<file path="src/tloc_pkg.sv">
// What this block does
// - extension 1 and type 0 means context
// - sum start byte offset, zero first byte
// - sum offset places result, skip past length
// - sixteen-bit sum end, zero means end
// - transport fields follow the same meaning
// - segmentation uses start fields as header starts
// - frames carry segment size plus header
// - first header bytes kept as prototype
// - payload length counts data after header
// - command byte bit meanings decoded
// - only delay, extension, report kept without segmentation
// - report with delay reloads the countdown
// - report alone interrupts now, clears countdown
// - write-back not delayed unless bursting
// - done bit only for report descriptors
// - SNAP bit marks header for update
// - context load overwrites the stored set
// - IP bit picks v4/v6, TCP picks TCP/UDP
// - insert options decide checksum replacement
package tloc_pkg;
    // descriptor type codes
    localparam logic [3:0] DESCRIPTOR_TYPE_FIELD_CTX = 4'h0;
    localparam logic [3:0] DESCRIPTOR_TYPE_FIELD_DATA = 4'h1;
    // first quadword field positions
    localparam int LO_IPSS = 0;
    localparam int LO_IPSO = 8;
    localparam int LO_IPSE = 16;
    localparam int LO_TPSS = 32;
    localparam int LO_TPSO = 40;
    localparam int LO_TPSE = 48;
    // second quadword field positions
    localparam int HI_TOTAL_PAYLOAD_LENGTH = 0;
    localparam int HI_DESCRIPTOR_TYPE_FIELD = 20;
    localparam int HI_CMD = 24;
    localparam int HI_PROTOTYPE_HEADER_LENGTH = 40;
    localparam int HI_POPTS = 40;
    localparam int HI_MSS = 48;
    // command byte bits
    localparam int CMD_IDE = 7;
    localparam int CMD_SNAP = 6;
    localparam int CMD_EXT = 5;
    localparam int CMD_RS = 3;
    localparam int CMD_TSE = 2;
    localparam int CMD_IP = 1;
    localparam int CMD_TCP = 0;
    localparam int CMD_EOP = 0;
    // packet option bits
    localparam int OPT_IPINS = 0;
    localparam int OPT_TPINS = 1;
    // register offsets
    localparam logic [7:0] REG_CTRL = 8'h00;
    localparam logic [7:0] REG_DELAY = 8'h04;
    localparam logic [7:0] REG_STAT = 8'h08;
    localparam logic [7:0] REG_SEG = 8'h0c;
    // control bits
    localparam int CTRL_WBIE = 0;
    localparam int CTRL_BURST = 1;
    localparam int VLAN_MODE_ENABLE = 2;
    localparam logic [2:0] CTRL_RST = 3'h0;
    localparam logic [15:0] DELAY_RST = 16'h0000;
    localparam logic [3:0] STA_DONE = 4'h1;
    // delay unit timing
    localparam int DELAY_UNIT_NS = 1024;
    localparam int CLK_NS = 8;
    localparam int DELAY_UNIT_CYC = DELAY_UNIT_NS / CLK_NS;

    // end-around-carry sixteen-bit add
    function automatic logic [15:0] oc_add(input logic [15:0] a,
                                           input logic [15:0] b);
        logic [16:0] s;
        s = {1'b0, a} + {1'b0, b};
        oc_add = s[15:0] + {15'h0000, s[16]};
    endfunction
endpackage

</file>
<file path="src/tloc_top.sv">
// The implementer's own choices: the address-and-strobe port and the register addresses.
`timescale 1ns/1ns
module tloc_top #(
    parameter int UNIT_CYC = tloc_pkg::DELAY_UNIT_CYC
) (
    input wire logic ref_clk,
    input wire logic rst,
    // register port
    input wire logic [7:0] reg_addr,
    input wire logic [31:0] reg_wdata,
    input wire logic reg_wr,
    input wire logic reg_rd,
    output logic [31:0] reg_rdata,
    // fetched descriptor, one per pulse
    input wire logic desc_valid,
    input wire logic [63:0] desc_lo,
    input wire logic [63:0] desc_hi,
    // write-back and interrupt
    output logic wb_valid,
    output logic [3:0] wb_status,
    output logic [7:0] wb_count,
    output logic tx_int,
    // active context and VLAN mode for the datapath
    output logic seg_on,
    output logic [7:0] ip_sum_start,
    output logic [7:0] ip_sum_offset,
    output logic [15:0] ip_sum_end,
    output logic [7:0] transport_sum_start,
    output logic [7:0] transport_sum_offset,
    output logic [15:0] transport_sum_end,
    output logic ip_v4,
    output logic is_tcp,
    output logic snap_on,
    output logic vlan_mode_enable,
    // packet byte stream
    input wire logic byte_valid,
    input wire logic [7:0] byte_data,
    input wire logic byte_last,
    output logic sum_valid,
    output logic [15:0] ip_sum,
    output logic [15:0] transport_sum,
    output logic ip_ins,
    output logic transport_ins,
    output logic pay_done,
    // prototype header read
    input wire logic [7:0] hdr_raddr,
    output logic [7:0] hdr_rdata,
    // segment planner
    input wire logic seg_next,
    output logic frame_valid,
    output logic [15:0] frame_len,
    output logic frame_last
);
    // descriptor decode
    wire [7:0] cmd = desc_hi[tloc_pkg::HI_CMD +: 8];
    wire [3:0] descriptor_type_field = desc_hi[tloc_pkg::HI_DESCRIPTOR_TYPE_FIELD +: 4];
    wire ext = cmd[tloc_pkg::CMD_EXT];
    wire is_ctx = desc_valid & ext & (descriptor_type_field == tloc_pkg::DESCRIPTOR_TYPE_FIELD_CTX);
    wire is_dat = desc_valid & ext & (descriptor_type_field == tloc_pkg::DESCRIPTOR_TYPE_FIELD_DATA);
    wire is_leg = desc_valid & ~ext;
    wire segmentation_enable = cmd[tloc_pkg::CMD_TSE];
    wire rs = desc_valid & cmd[tloc_pkg::CMD_RS];
    wire interrupt_delay_enable = cmd[tloc_pkg::CMD_IDE];
    wire [7:0] popts = desc_hi[tloc_pkg::HI_POPTS +: 8];

    // control and delay registers
    logic [2:0] ctrl_r;
    logic [15:0] delay_r;
    wire wbie = ctrl_r[tloc_pkg::CTRL_WBIE];
    wire burst = ctrl_r[tloc_pkg::CTRL_BURST];

    // stored contexts: index 0 checksum, 1 segmentation
    logic [63:0] ctx_lo_r [2];
    logic [2:0] ctx_flag_r [2]; // snap, ip, tcp
    logic [1:0] ctx_ok_r;
    logic [7:0] prototype_header_length_r;
    logic [15:0] mss_r;
    logic [19:0] total_payload_length_r;

    // per-packet selection from first data descriptor
    logic sop_r;
    logic sel_r;
    logic ipo_r;
    logic tpo_r;

    // delay countdown
    logic [15:0] dly_cnt_r;
    logic [15:0] tick_r;
    logic [7:0] pend_r;

    // byte stream tracking
    logic [19:0] pos_r;
    logic [15:0] ipacc_r;
    logic [15:0] tpacc_r;
    logic [7:0] hdr_mem [256];

    // segment planner
    logic [19:0] rem_r;

    // register writes
    wire wr_ctrl = reg_wr & (reg_addr == tloc_pkg::REG_CTRL);
    wire wr_dly = reg_wr & (reg_addr == tloc_pkg::REG_DELAY);

    // read mux, unmapped offsets read zero
    logic [31:0] rd_mux;
    always_comb begin
        case (reg_addr)
            tloc_pkg::REG_CTRL: rd_mux = {29'h0, ctrl_r};
            tloc_pkg::REG_DELAY: rd_mux = {16'h0, delay_r};
            tloc_pkg::REG_STAT: rd_mux = {dly_cnt_r, pend_r, 5'h0,
                                          sel_r, ctx_ok_r};
            tloc_pkg::REG_SEG: rd_mux = {mss_r, 8'h0, prototype_header_length_r};
            default: rd_mux = 32'h0;
        endcase
    end

    // registers and read data, one cycle after the strobe
    always_ff @(posedge ref_clk) begin
        if (rst) begin
            ctrl_r <= tloc_pkg::CTRL_RST;
            delay_r <= tloc_pkg::DELAY_RST;
            reg_rdata <= 32'h0;
        end else begin
            if (wr_ctrl)
                ctrl_r <= reg_wdata[2:0];
            if (wr_dly)
                delay_r <= reg_wdata[15:0];
            reg_rdata <= reg_rd ? rd_mux : 32'h0;
        end
    end

    // context load overwrites at once; option bits dropped without tse
    always_ff @(posedge ref_clk) begin
        if (rst) begin
            ctx_ok_r <= 2'h0;
            prototype_header_length_r <= 8'h0;
            mss_r <= 16'h0;
            total_payload_length_r <= 20'h0;
            for (int i = 0; i < 2; i++) begin
                ctx_lo_r[i] <= 64'h0;
                ctx_flag_r[i] <= 3'h0;
            end
        end else if (is_ctx) begin
            ctx_lo_r[segmentation_enable] <= desc_lo;
            ctx_ok_r[segmentation_enable] <= 1'b1;
            if (segmentation_enable) begin
                ctx_flag_r[1] <= {cmd[tloc_pkg::CMD_SNAP],
                                  cmd[tloc_pkg::CMD_IP],
                                  cmd[tloc_pkg::CMD_TCP]};
                prototype_header_length_r <= desc_hi[tloc_pkg::HI_PROTOTYPE_HEADER_LENGTH +: 8];
                mss_r <= desc_hi[tloc_pkg::HI_MSS +: 16];
                total_payload_length_r <= desc_hi[tloc_pkg::HI_TOTAL_PAYLOAD_LENGTH +: 20];
            end else begin
                ctx_flag_r[0] <= 3'h0;
            end
        end
    end

    // first data descriptor of a packet picks context and insert options
    always_ff @(posedge ref_clk) begin
        if (rst) begin
            sop_r <= 1'b1;
            sel_r <= 1'b0;
            ipo_r <= 1'b0;
            tpo_r <= 1'b0;
        end else if (is_dat) begin
            if (sop_r) begin
                sel_r <= segmentation_enable;
                ipo_r <= popts[tloc_pkg::OPT_IPINS];
                tpo_r <= popts[tloc_pkg::OPT_TPINS];
            end
            sop_r <= cmd[tloc_pkg::CMD_EOP];
        end
    end

    // active context fields
    wire [63:0] act = ctx_lo_r[sel_r];
    wire [2:0] actf = ctx_flag_r[sel_r];
    wire [7:0] ipss = act[tloc_pkg::LO_IPSS +: 8];
    wire [7:0] ipso = act[tloc_pkg::LO_IPSO +: 8];
    wire [15:0] ipse = act[tloc_pkg::LO_IPSE +: 16];
    wire [7:0] tpss = act[tloc_pkg::LO_TPSS +: 8];
    wire [7:0] tpso = act[tloc_pkg::LO_TPSO +: 8];
    wire [15:0] tpse = act[tloc_pkg::LO_TPSE +: 16];

    // context outputs registered from the active set, VLAN mode from the control register
    always_ff @(posedge ref_clk) begin
        if (rst) begin
            seg_on <= 1'b0;
            ip_sum_start <= 8'h0;
            ip_sum_offset <= 8'h0;
            ip_sum_end <= 16'h0;
            transport_sum_start <= 8'h0;
            transport_sum_offset <= 8'h0;
            transport_sum_end <= 16'h0;
            snap_on <= 1'b0;
            ip_v4 <= 1'b0;
            is_tcp <= 1'b0;
            vlan_mode_enable <= 1'b0;
        end else begin
            seg_on <= sel_r;
            ip_sum_start <= ipss;
            ip_sum_offset <= ipso;
            ip_sum_end <= ipse;
            transport_sum_start <= tpss;
            transport_sum_offset <= tpso;
            transport_sum_end <= tpse;
            {snap_on, ip_v4, is_tcp} <= actf;
            vlan_mode_enable <= ctrl_r[tloc_pkg::VLAN_MODE_ENABLE];
        end
    end

    // interrupt delay: unit tick and countdown
    wire tick = (tick_r == 16'(UNIT_CYC - 1));
    wire expire = tick & (dly_cnt_r == 16'h1);
    wire rs_ide = rs & interrupt_delay_enable;
    wire rs_now = rs & ~interrupt_delay_enable;
    wire zero_ld = rs_ide & (delay_r == 16'h0);
    wire flush = expire | rs_now | zero_ld;

    // countdown reload and clear
    always_ff @(posedge ref_clk) begin
        if (rst) begin
            tick_r <= 16'h0;
            dly_cnt_r <= 16'h0;
        end else begin
            tick_r <= tick ? 16'h0 : tick_r + 16'h1;
            if (rs_ide)
                dly_cnt_r <= delay_r;
            else if (rs_now)
                dly_cnt_r <= 16'h0;
            else if (tick && dly_cnt_r != 16'h0)
                dly_cnt_r <= dly_cnt_r - 16'h1;
        end
    end

    // write-back and interrupt pulses
    always_ff @(posedge ref_clk) begin
        if (rst) begin
            wb_valid <= 1'b0;
            wb_status <= 4'h0;
            wb_count <= 8'h0;
            pend_r <= 8'h0;
            tx_int <= 1'b0;
        end else begin
            wb_valid <= 1'b0;
            wb_status <= 4'h0;
            wb_count <= 8'h0;
            if (!burst) begin
                wb_valid <= rs;
                wb_status <= rs ? tloc_pkg::STA_DONE : 4'h0;
                wb_count <= {7'h0, rs};
                pend_r <= 8'h0;
            end else if (flush) begin
                wb_valid <= (pend_r != 8'h0) | rs;
                wb_status <= tloc_pkg::STA_DONE;
                wb_count <= pend_r + {7'h0, rs};
                pend_r <= 8'h0;
            end else if (rs) begin
                pend_r <= pend_r + 8'h1;
            end
            tx_int <= wbie & (expire | rs_now | zero_ld);
        end
    end

    // byte stream: range tests and lane selection
    wire [19:0] ip_rel = pos_r - {12'h0, ipss};
    wire [19:0] tp_rel = pos_r - {12'h0, tpss};
    wire in_ip = (pos_r >= {12'h0, ipss}) &
                 ((ipse == 16'h0) | (pos_r <= {4'h0, ipse}));
    wire in_tp = (pos_r >= {12'h0, tpss}) &
                 ((tpse == 16'h0) | (pos_r <= {4'h0, tpse}));
    wire [15:0] ip_w = ip_rel[0] ? {8'h0, byte_data}
                                 : {byte_data, 8'h0};
    wire [15:0] tp_w = tp_rel[0] ? {8'h0, byte_data}
                                 : {byte_data, 8'h0};
    wire [15:0] ip_nx = in_ip ? tloc_pkg::oc_add(ipacc_r, ip_w)
                              : ipacc_r;
    wire [15:0] tp_nx = in_tp ? tloc_pkg::oc_add(tpacc_r, tp_w)
                              : tpacc_r;
    wire [19:0] pay_end = {12'h0, prototype_header_length_r} + total_payload_length_r - 20'h1;

    // sums, position and prototype header capture
    always_ff @(posedge ref_clk) begin
        if (rst) begin
            pos_r <= 20'h0;
            ipacc_r <= 16'h0;
            tpacc_r <= 16'h0;
            sum_valid <= 1'b0;
            ip_sum <= 16'h0;
            transport_sum <= 16'h0;
            ip_ins <= 1'b0;
            transport_ins <= 1'b0;
            pay_done <= 1'b0;
        end else begin
            sum_valid <= 1'b0;
            pay_done <= 1'b0;
            if (byte_valid) begin
                if (sel_r && pos_r < {12'h0, prototype_header_length_r})
                    hdr_mem[pos_r[7:0]] <= byte_data;
                pay_done <= sel_r & (pos_r == pay_end);
                if (byte_last) begin
                    pos_r <= 20'h0;
                    ipacc_r <= 16'h0;
                    tpacc_r <= 16'h0;
                    sum_valid <= 1'b1;
                    ip_sum <= ~ip_nx;
                    transport_sum <= ~tp_nx;
                    ip_ins <= ipo_r & ({12'h0, ipso} < pos_r);
                    transport_ins <= tpo_r &
                                     ({12'h0, tpso} < pos_r);
                end else begin
                    pos_r <= pos_r + 20'h1;
                    ipacc_r <= ip_nx;
                    tpacc_r <= tp_nx;
                end
            end
        end
    end

    // prototype header read port
    always_ff @(posedge ref_clk) begin
        if (rst)
            hdr_rdata <= 8'h0;
        else
            hdr_rdata <= hdr_mem[hdr_raddr];
    end

    // segment planner: each frame is min(rest, mss) plus header
    wire last_fr = rem_r <= {4'h0, mss_r};
    wire [19:0] take = last_fr ? rem_r : {4'h0, mss_r};
    always_ff @(posedge ref_clk) begin
        if (rst) begin
            rem_r <= 20'h0;
            frame_valid <= 1'b0;
            frame_len <= 16'h0;
            frame_last <= 1'b0;
        end else begin
            frame_valid <= 1'b0;
            if (is_ctx && segmentation_enable)
                rem_r <= desc_hi[tloc_pkg::HI_TOTAL_PAYLOAD_LENGTH +: 20];
            else if (seg_next && sel_r && rem_r != 20'h0) begin
                rem_r <= rem_r - take;
                frame_valid <= 1'b1;
                frame_len <= take[15:0] + {8'h0, prototype_header_length_r};
                frame_last <= last_fr;
            end
        end
    end

    // legacy descriptors only take part in write-back, interrupt and delay countdown
    wire unused_ok = is_leg;
endmodule

</file>
<file path="config.mk">
export PLATFORM = sky130hd
export DESIGN_NAME = tloc_top
export DESIGN_NICKNAME = d
export VERILOG_FILES = /design/src/tloc_pkg.sv /design/src/tloc_top.sv
export SDC_FILE = /design/constraint.sdc
export NUM_CORES = 2
export LEC_CHECK = 0
export ABC_AREA = 1
export BUFFER_PORTS_ARGS = -buffer_cell sky130_fd_sc_hd__buf_2
export CELL_PAD_IN_SITES_DETAIL_PLACEMENT = 1
export CELL_PAD_IN_SITES_GLOBAL_PLACEMENT = 2
export CORE_UTILIZATION = 42
export DETAILED_ROUTE_END_ITERATION = 16
export GPL_TIMING_DRIVEN = 0
export PLACE_DENSITY_LB_ADDON = 0.25
export SETUP_SLACK_MARGIN = 0.2
export SLEW_MARGIN = 0
export SYNTH_ARGS = -nofsm -noshare
export SYNTH_HDL_FRONTEND = slang
export SYNTH_SLANG_ARGS = --single-unit
</file>
<file path="constraint.sdc">
create_clock -name ref_clk -period 5.25 [get_ports ref_clk]
set_input_delay 0.2625 -clock ref_clk [delete_from_list [all_inputs] [get_ports ref_clk]]
set_output_delay 0.2625 -clock ref_clk [all_outputs]
set_load 0.01 [all_outputs]
</file>
==> impl_results.md <==
- Failing checks: max-capacitance violations, max-slew violations
- Count of antenna-violating nets left after detailed routing: 0
- Setup violations, final: 0
- Syn Inst Count: 9918
- Global routing usage on met3: 0.0726
- Initial core utilization: 0.424
- Primary FF master, synth: sky130_fd_sc_hd__edfxtp_1
- Worst hold path class: input pin to flip-flop
- Overall power consumption: 45.5 mW
- Layout Area Growth over Synthesis: 16.9%
- Die height: 509 um
- Outcome: finished, violations left
- Total count of hold-check failures in the final report: 0
- Peak clock frequency supported by timing: 191 MHz
- HP Start: desc_hi[27]
- Worst Clk Skew: 57.1 ps
- H-tree depth reported by CTS: 5
- Asr flop ratio synth: 0
- Hold path endpoint: dly_cnt_r[14]
- All-layer global routing usage: 0.352
- Clock buffer count from CTS: 296
- DR iter-0 viols: 11000
- Drt first pass iters: 8
- Cell count of the worst reg-to-reg path: 5
- Setup total negative slack: 0 ps
- Proportion of synthesized chip area in sequential cells: 0.673
- Avg WL per Cell: 32.3 um
- Share of final-layout standard cells stronger than drive strength 1: 0.102
- Worst-case vdd ir drop: 376 uV
- First-pass GRT wire length: 643000 um
- Total number of nets in the final design: 11200
- TritonCTS clock tree: yes
- Crit start category: flip-flop
- #FFs+latches synth: 2535
- Max-cap violations: 17
- Number of enable flip-flop cells after synthesis: 2179
- Maximum number of pins on one net before global-route repair: 150
- Avg Cell Area, Syn: 10.9 um2
- R2R setup slack: 10 ps
- Routability congestion estimate: 0.993
- Routed wire length: 465000 um
- Clk sink count: 2535
- Core region area: 255000 um2
- Placement row count: 185
- Number of antenna violations at the first check in global routing: 24
- P per Cell Area: 361 nW/um2
- Max Slew Vio Count: 131
- Yosys Warn Count: 0
- Endpoint class of the critical path: flip-flop
- Global route total overflow: 0
- Global routing's busiest layer: met2
- Required time worst endpoint: 5750 ps
- Clock latency on the worst-skew pair: 970 ps
- Met2 layer usage reported by global route: 0.552
- DIE AREA: 259000 um2
- Placed wire-length estimate: 325000 um
- Final worst path period share: 0.997
- Top cell type by total area after synthesis: sky130_fd_sc_hd__edfxtp_1
- Critical Setup Path Class: flip-flop to flip-flop
- Via count of the first global-routing pass: 86800
- Biggest area contributors in the synthesized netlist: sky130_fd_sc_hd__edfxtp_1 61%, sky130_fd_sc_hd__dfxtp_1 6.6%, sky130_fd_sc_hd__nor2_1 5.9%, sky130_fd_sc_hd__o21ai_0 5.6%, sky130_fd_sc_hd__nand2_1 4.6%
- Reg-to-Reg End: hdr_mem[61][4]
- Area of the mapped netlist: 108000 um2
- Worst path arrival time: 5730 ps
- Clock Path Buffers: 4
- Cell leakage power: 44.7 nW
- Most frequent cells after synthesis: 2179 x sky130_fd_sc_hd__edfxtp_1, 1694 x sky130_fd_sc_hd__nor2_1, 1319 x sky130_fd_sc_hd__nand2_1
- IO Port Bufs: 334
- Worst slew pin tran: 1620 ps
- Leading cell type by number of instances after synthesis: sky130_fd_sc_hd__edfxtp_1
- Hold path cells: 5
- Hold_ws: 40.6 ps
- Count of distinct cell types in the synthesized netlist: 57
- Max FO, Critical Path: 11
- Die extent in x: 509 um
- Fin worst setup slack: 15.0 ps
- Setup repair after global routing missed its margin: no
- Pre-CTS WS: -1570 ps
- Share of the synthesized area in the top cell type: 0.607
- Max-slew headroom: -0.0791
- Remaining routing DRC violations: 0
- Met1 routing resource usage after global routing: 0.456
- Time the final worst path needs with I/O delays and setup: 5240 ps
- Clock Pin Slew Worst Setup and Hold Paths: 60 ps
- Routed vias/inst: 6.05
- Boundary Pins: 369
- Start of the worst register-to-register path: pos_r[1]
- Vias after detailed routing: 86900
- Clock tree root driver cell: sky130_fd_sc_hd__clkbuf_16
[placed cells by master, fill, tap and decap left out, drive strengths merged, types with 7 or more instances in the layout]
cell | Yosys | routed
xor2 | 49 | 49
buf | 222 | 619
dfxtp | 356 | 356
nand2 | 1332 | 1332
nor2 | 1702 | 1702
o22ai | 568 | 568
nand4 | 71 | 71
o211ai | 16 | 16
o21a | 10 | 10
bufinv | 0 | 16
a221oi | 9 | 9
and3 | 11 | 11
nor3 | 42 | 42
clkinvlp | 0 | 10
a31oi | 27 | 27
inv | 540 | 547
o21ai | 1219 | 1219
or2 | 16 | 16
ha | 182 | 182
a21oi | 234 | 234
xnor2 | 24 | 24
dlygate4sd3 | 0 | 174
nand3b | 8 | 8
clkbuf | 368 | 742
a211oi | 10 | 10
nor4 | 19 | 19
clkinv | 6 | 100
edfxtp | 2179 | 2179
o21bai | 7 | 7
nand3 | 610 | 610
diode | 0 | 11
mux2i | 42 | 42
[per-layer routing]
metal  wire, um  share of wire  up-vias
li1           -              -    36900
met1     180000           0.39    43800
met2     210000           0.45     4975
met3      45500          0.098     1150
met4      28900          0.062       12
met5         90        0.00019        -
[layout make-up]
type                            count  area (um2)
Antenna cell                       11        27.5
Clock inverter                    127        1060
Timing Repair Buffer              571        4530
Multi-Input combinational cell   6249       31100
Inverter                          546        2060
Tap cell                         3366        4210
Sequential cell                  2535       72600
Clock buffer                      374        7940
Fill cell                       27300      128000
Buffer                            590        2670
[registers in the layout, summed over array words and instances (netlist names), 16 cells and up, named ones only]
register                flops
ip_sum                     16
mss_r                      16
dly_cnt_r                  16
ctx_lo_r                  128
hdr_mem                  2048
ip_sum_end                 16
transport_sum              16
tpacc_r                    16
pos_r                      20
reg_rdata                  32
frame_len                  16
rem_r                      20
ipacc_r                    16
tick_r                     16
transport_sum_end          16
delay_r                    16
total_payload_length_r     20
[logic make-up (layout without fill, tap and decap cells)]
family	count (synthesis)	in the layout	share of synthesized area
AND/OR/NAND/NOR	3822	3822	0.145
flip-flops	2535	2535	0.673
AO/OA/AOI/OAI	2122	2122	0.107
buffers and inverters	1136	2208	0.0428
adder cells (fa/ha/maj)	187	187	0.0220
XOR/XNOR	73	73	0.00593
multiplexers	42	42	0.00390
other	1	14	0.0000348
[power by group]
part	leakage [nW]	internal, mW	switching (mW)
sequential	22.5	22.0	0.0570
clock	4.39	11.4	8.38
combinational	17.7	0.913	2.72
[what timing repair did]
item	4_1_cts	5_1_grt
endpoints found under the hold margin	821	0
gates resized for setup	47	51
pin swaps	2	16
setup endpoints to repair	74	43
hold buffers	174	0
setup buffers	4	14
[worst max-delay path by stage]
stage / end / from / cells after the start
4_1_cts: ip_sum[15] / flip-flop / 29
3_5_place_dp: ip_sum[15] / flip-flop / 29
6_report: hdr_mem[61][4] / pos_r[1] / 5
3_3_place_gp: ip_sum[15] / byte_data[7] / 23
5_1_grt: rem_r[14] / mss_r[1] / 29
2_1_floorplan: ipacc_r[6] / flip-flop / 26
[worst max-delay path, cell delays in order (launching register included)]
cell	delay, ps
sky130_fd_sc_hd__dfxtp_1	870
sky130_fd_sc_hd__inv_1	410
sky130_fd_sc_hd__ha_1	420
sky130_fd_sc_hd__nand2_1	1080
sky130_fd_sc_hd__clkbuf_1	1260
sky130_fd_sc_hd__nor2_1	740
[per-stage QoR]
stage / instances / utilization / cell area [um2]
floorplan: 9920 / - / 108000
global placement: 13600 / 0.447 / 114000
detailed placement: 13700 / 0.451 / 115000
CTS: 14300 / 0.494 / 126000
global route: 14400 / 0.495 / 126000
finish: 14400 / 0.495 / 126000
No activity file was read; power rests on OpenSTA's default activity.
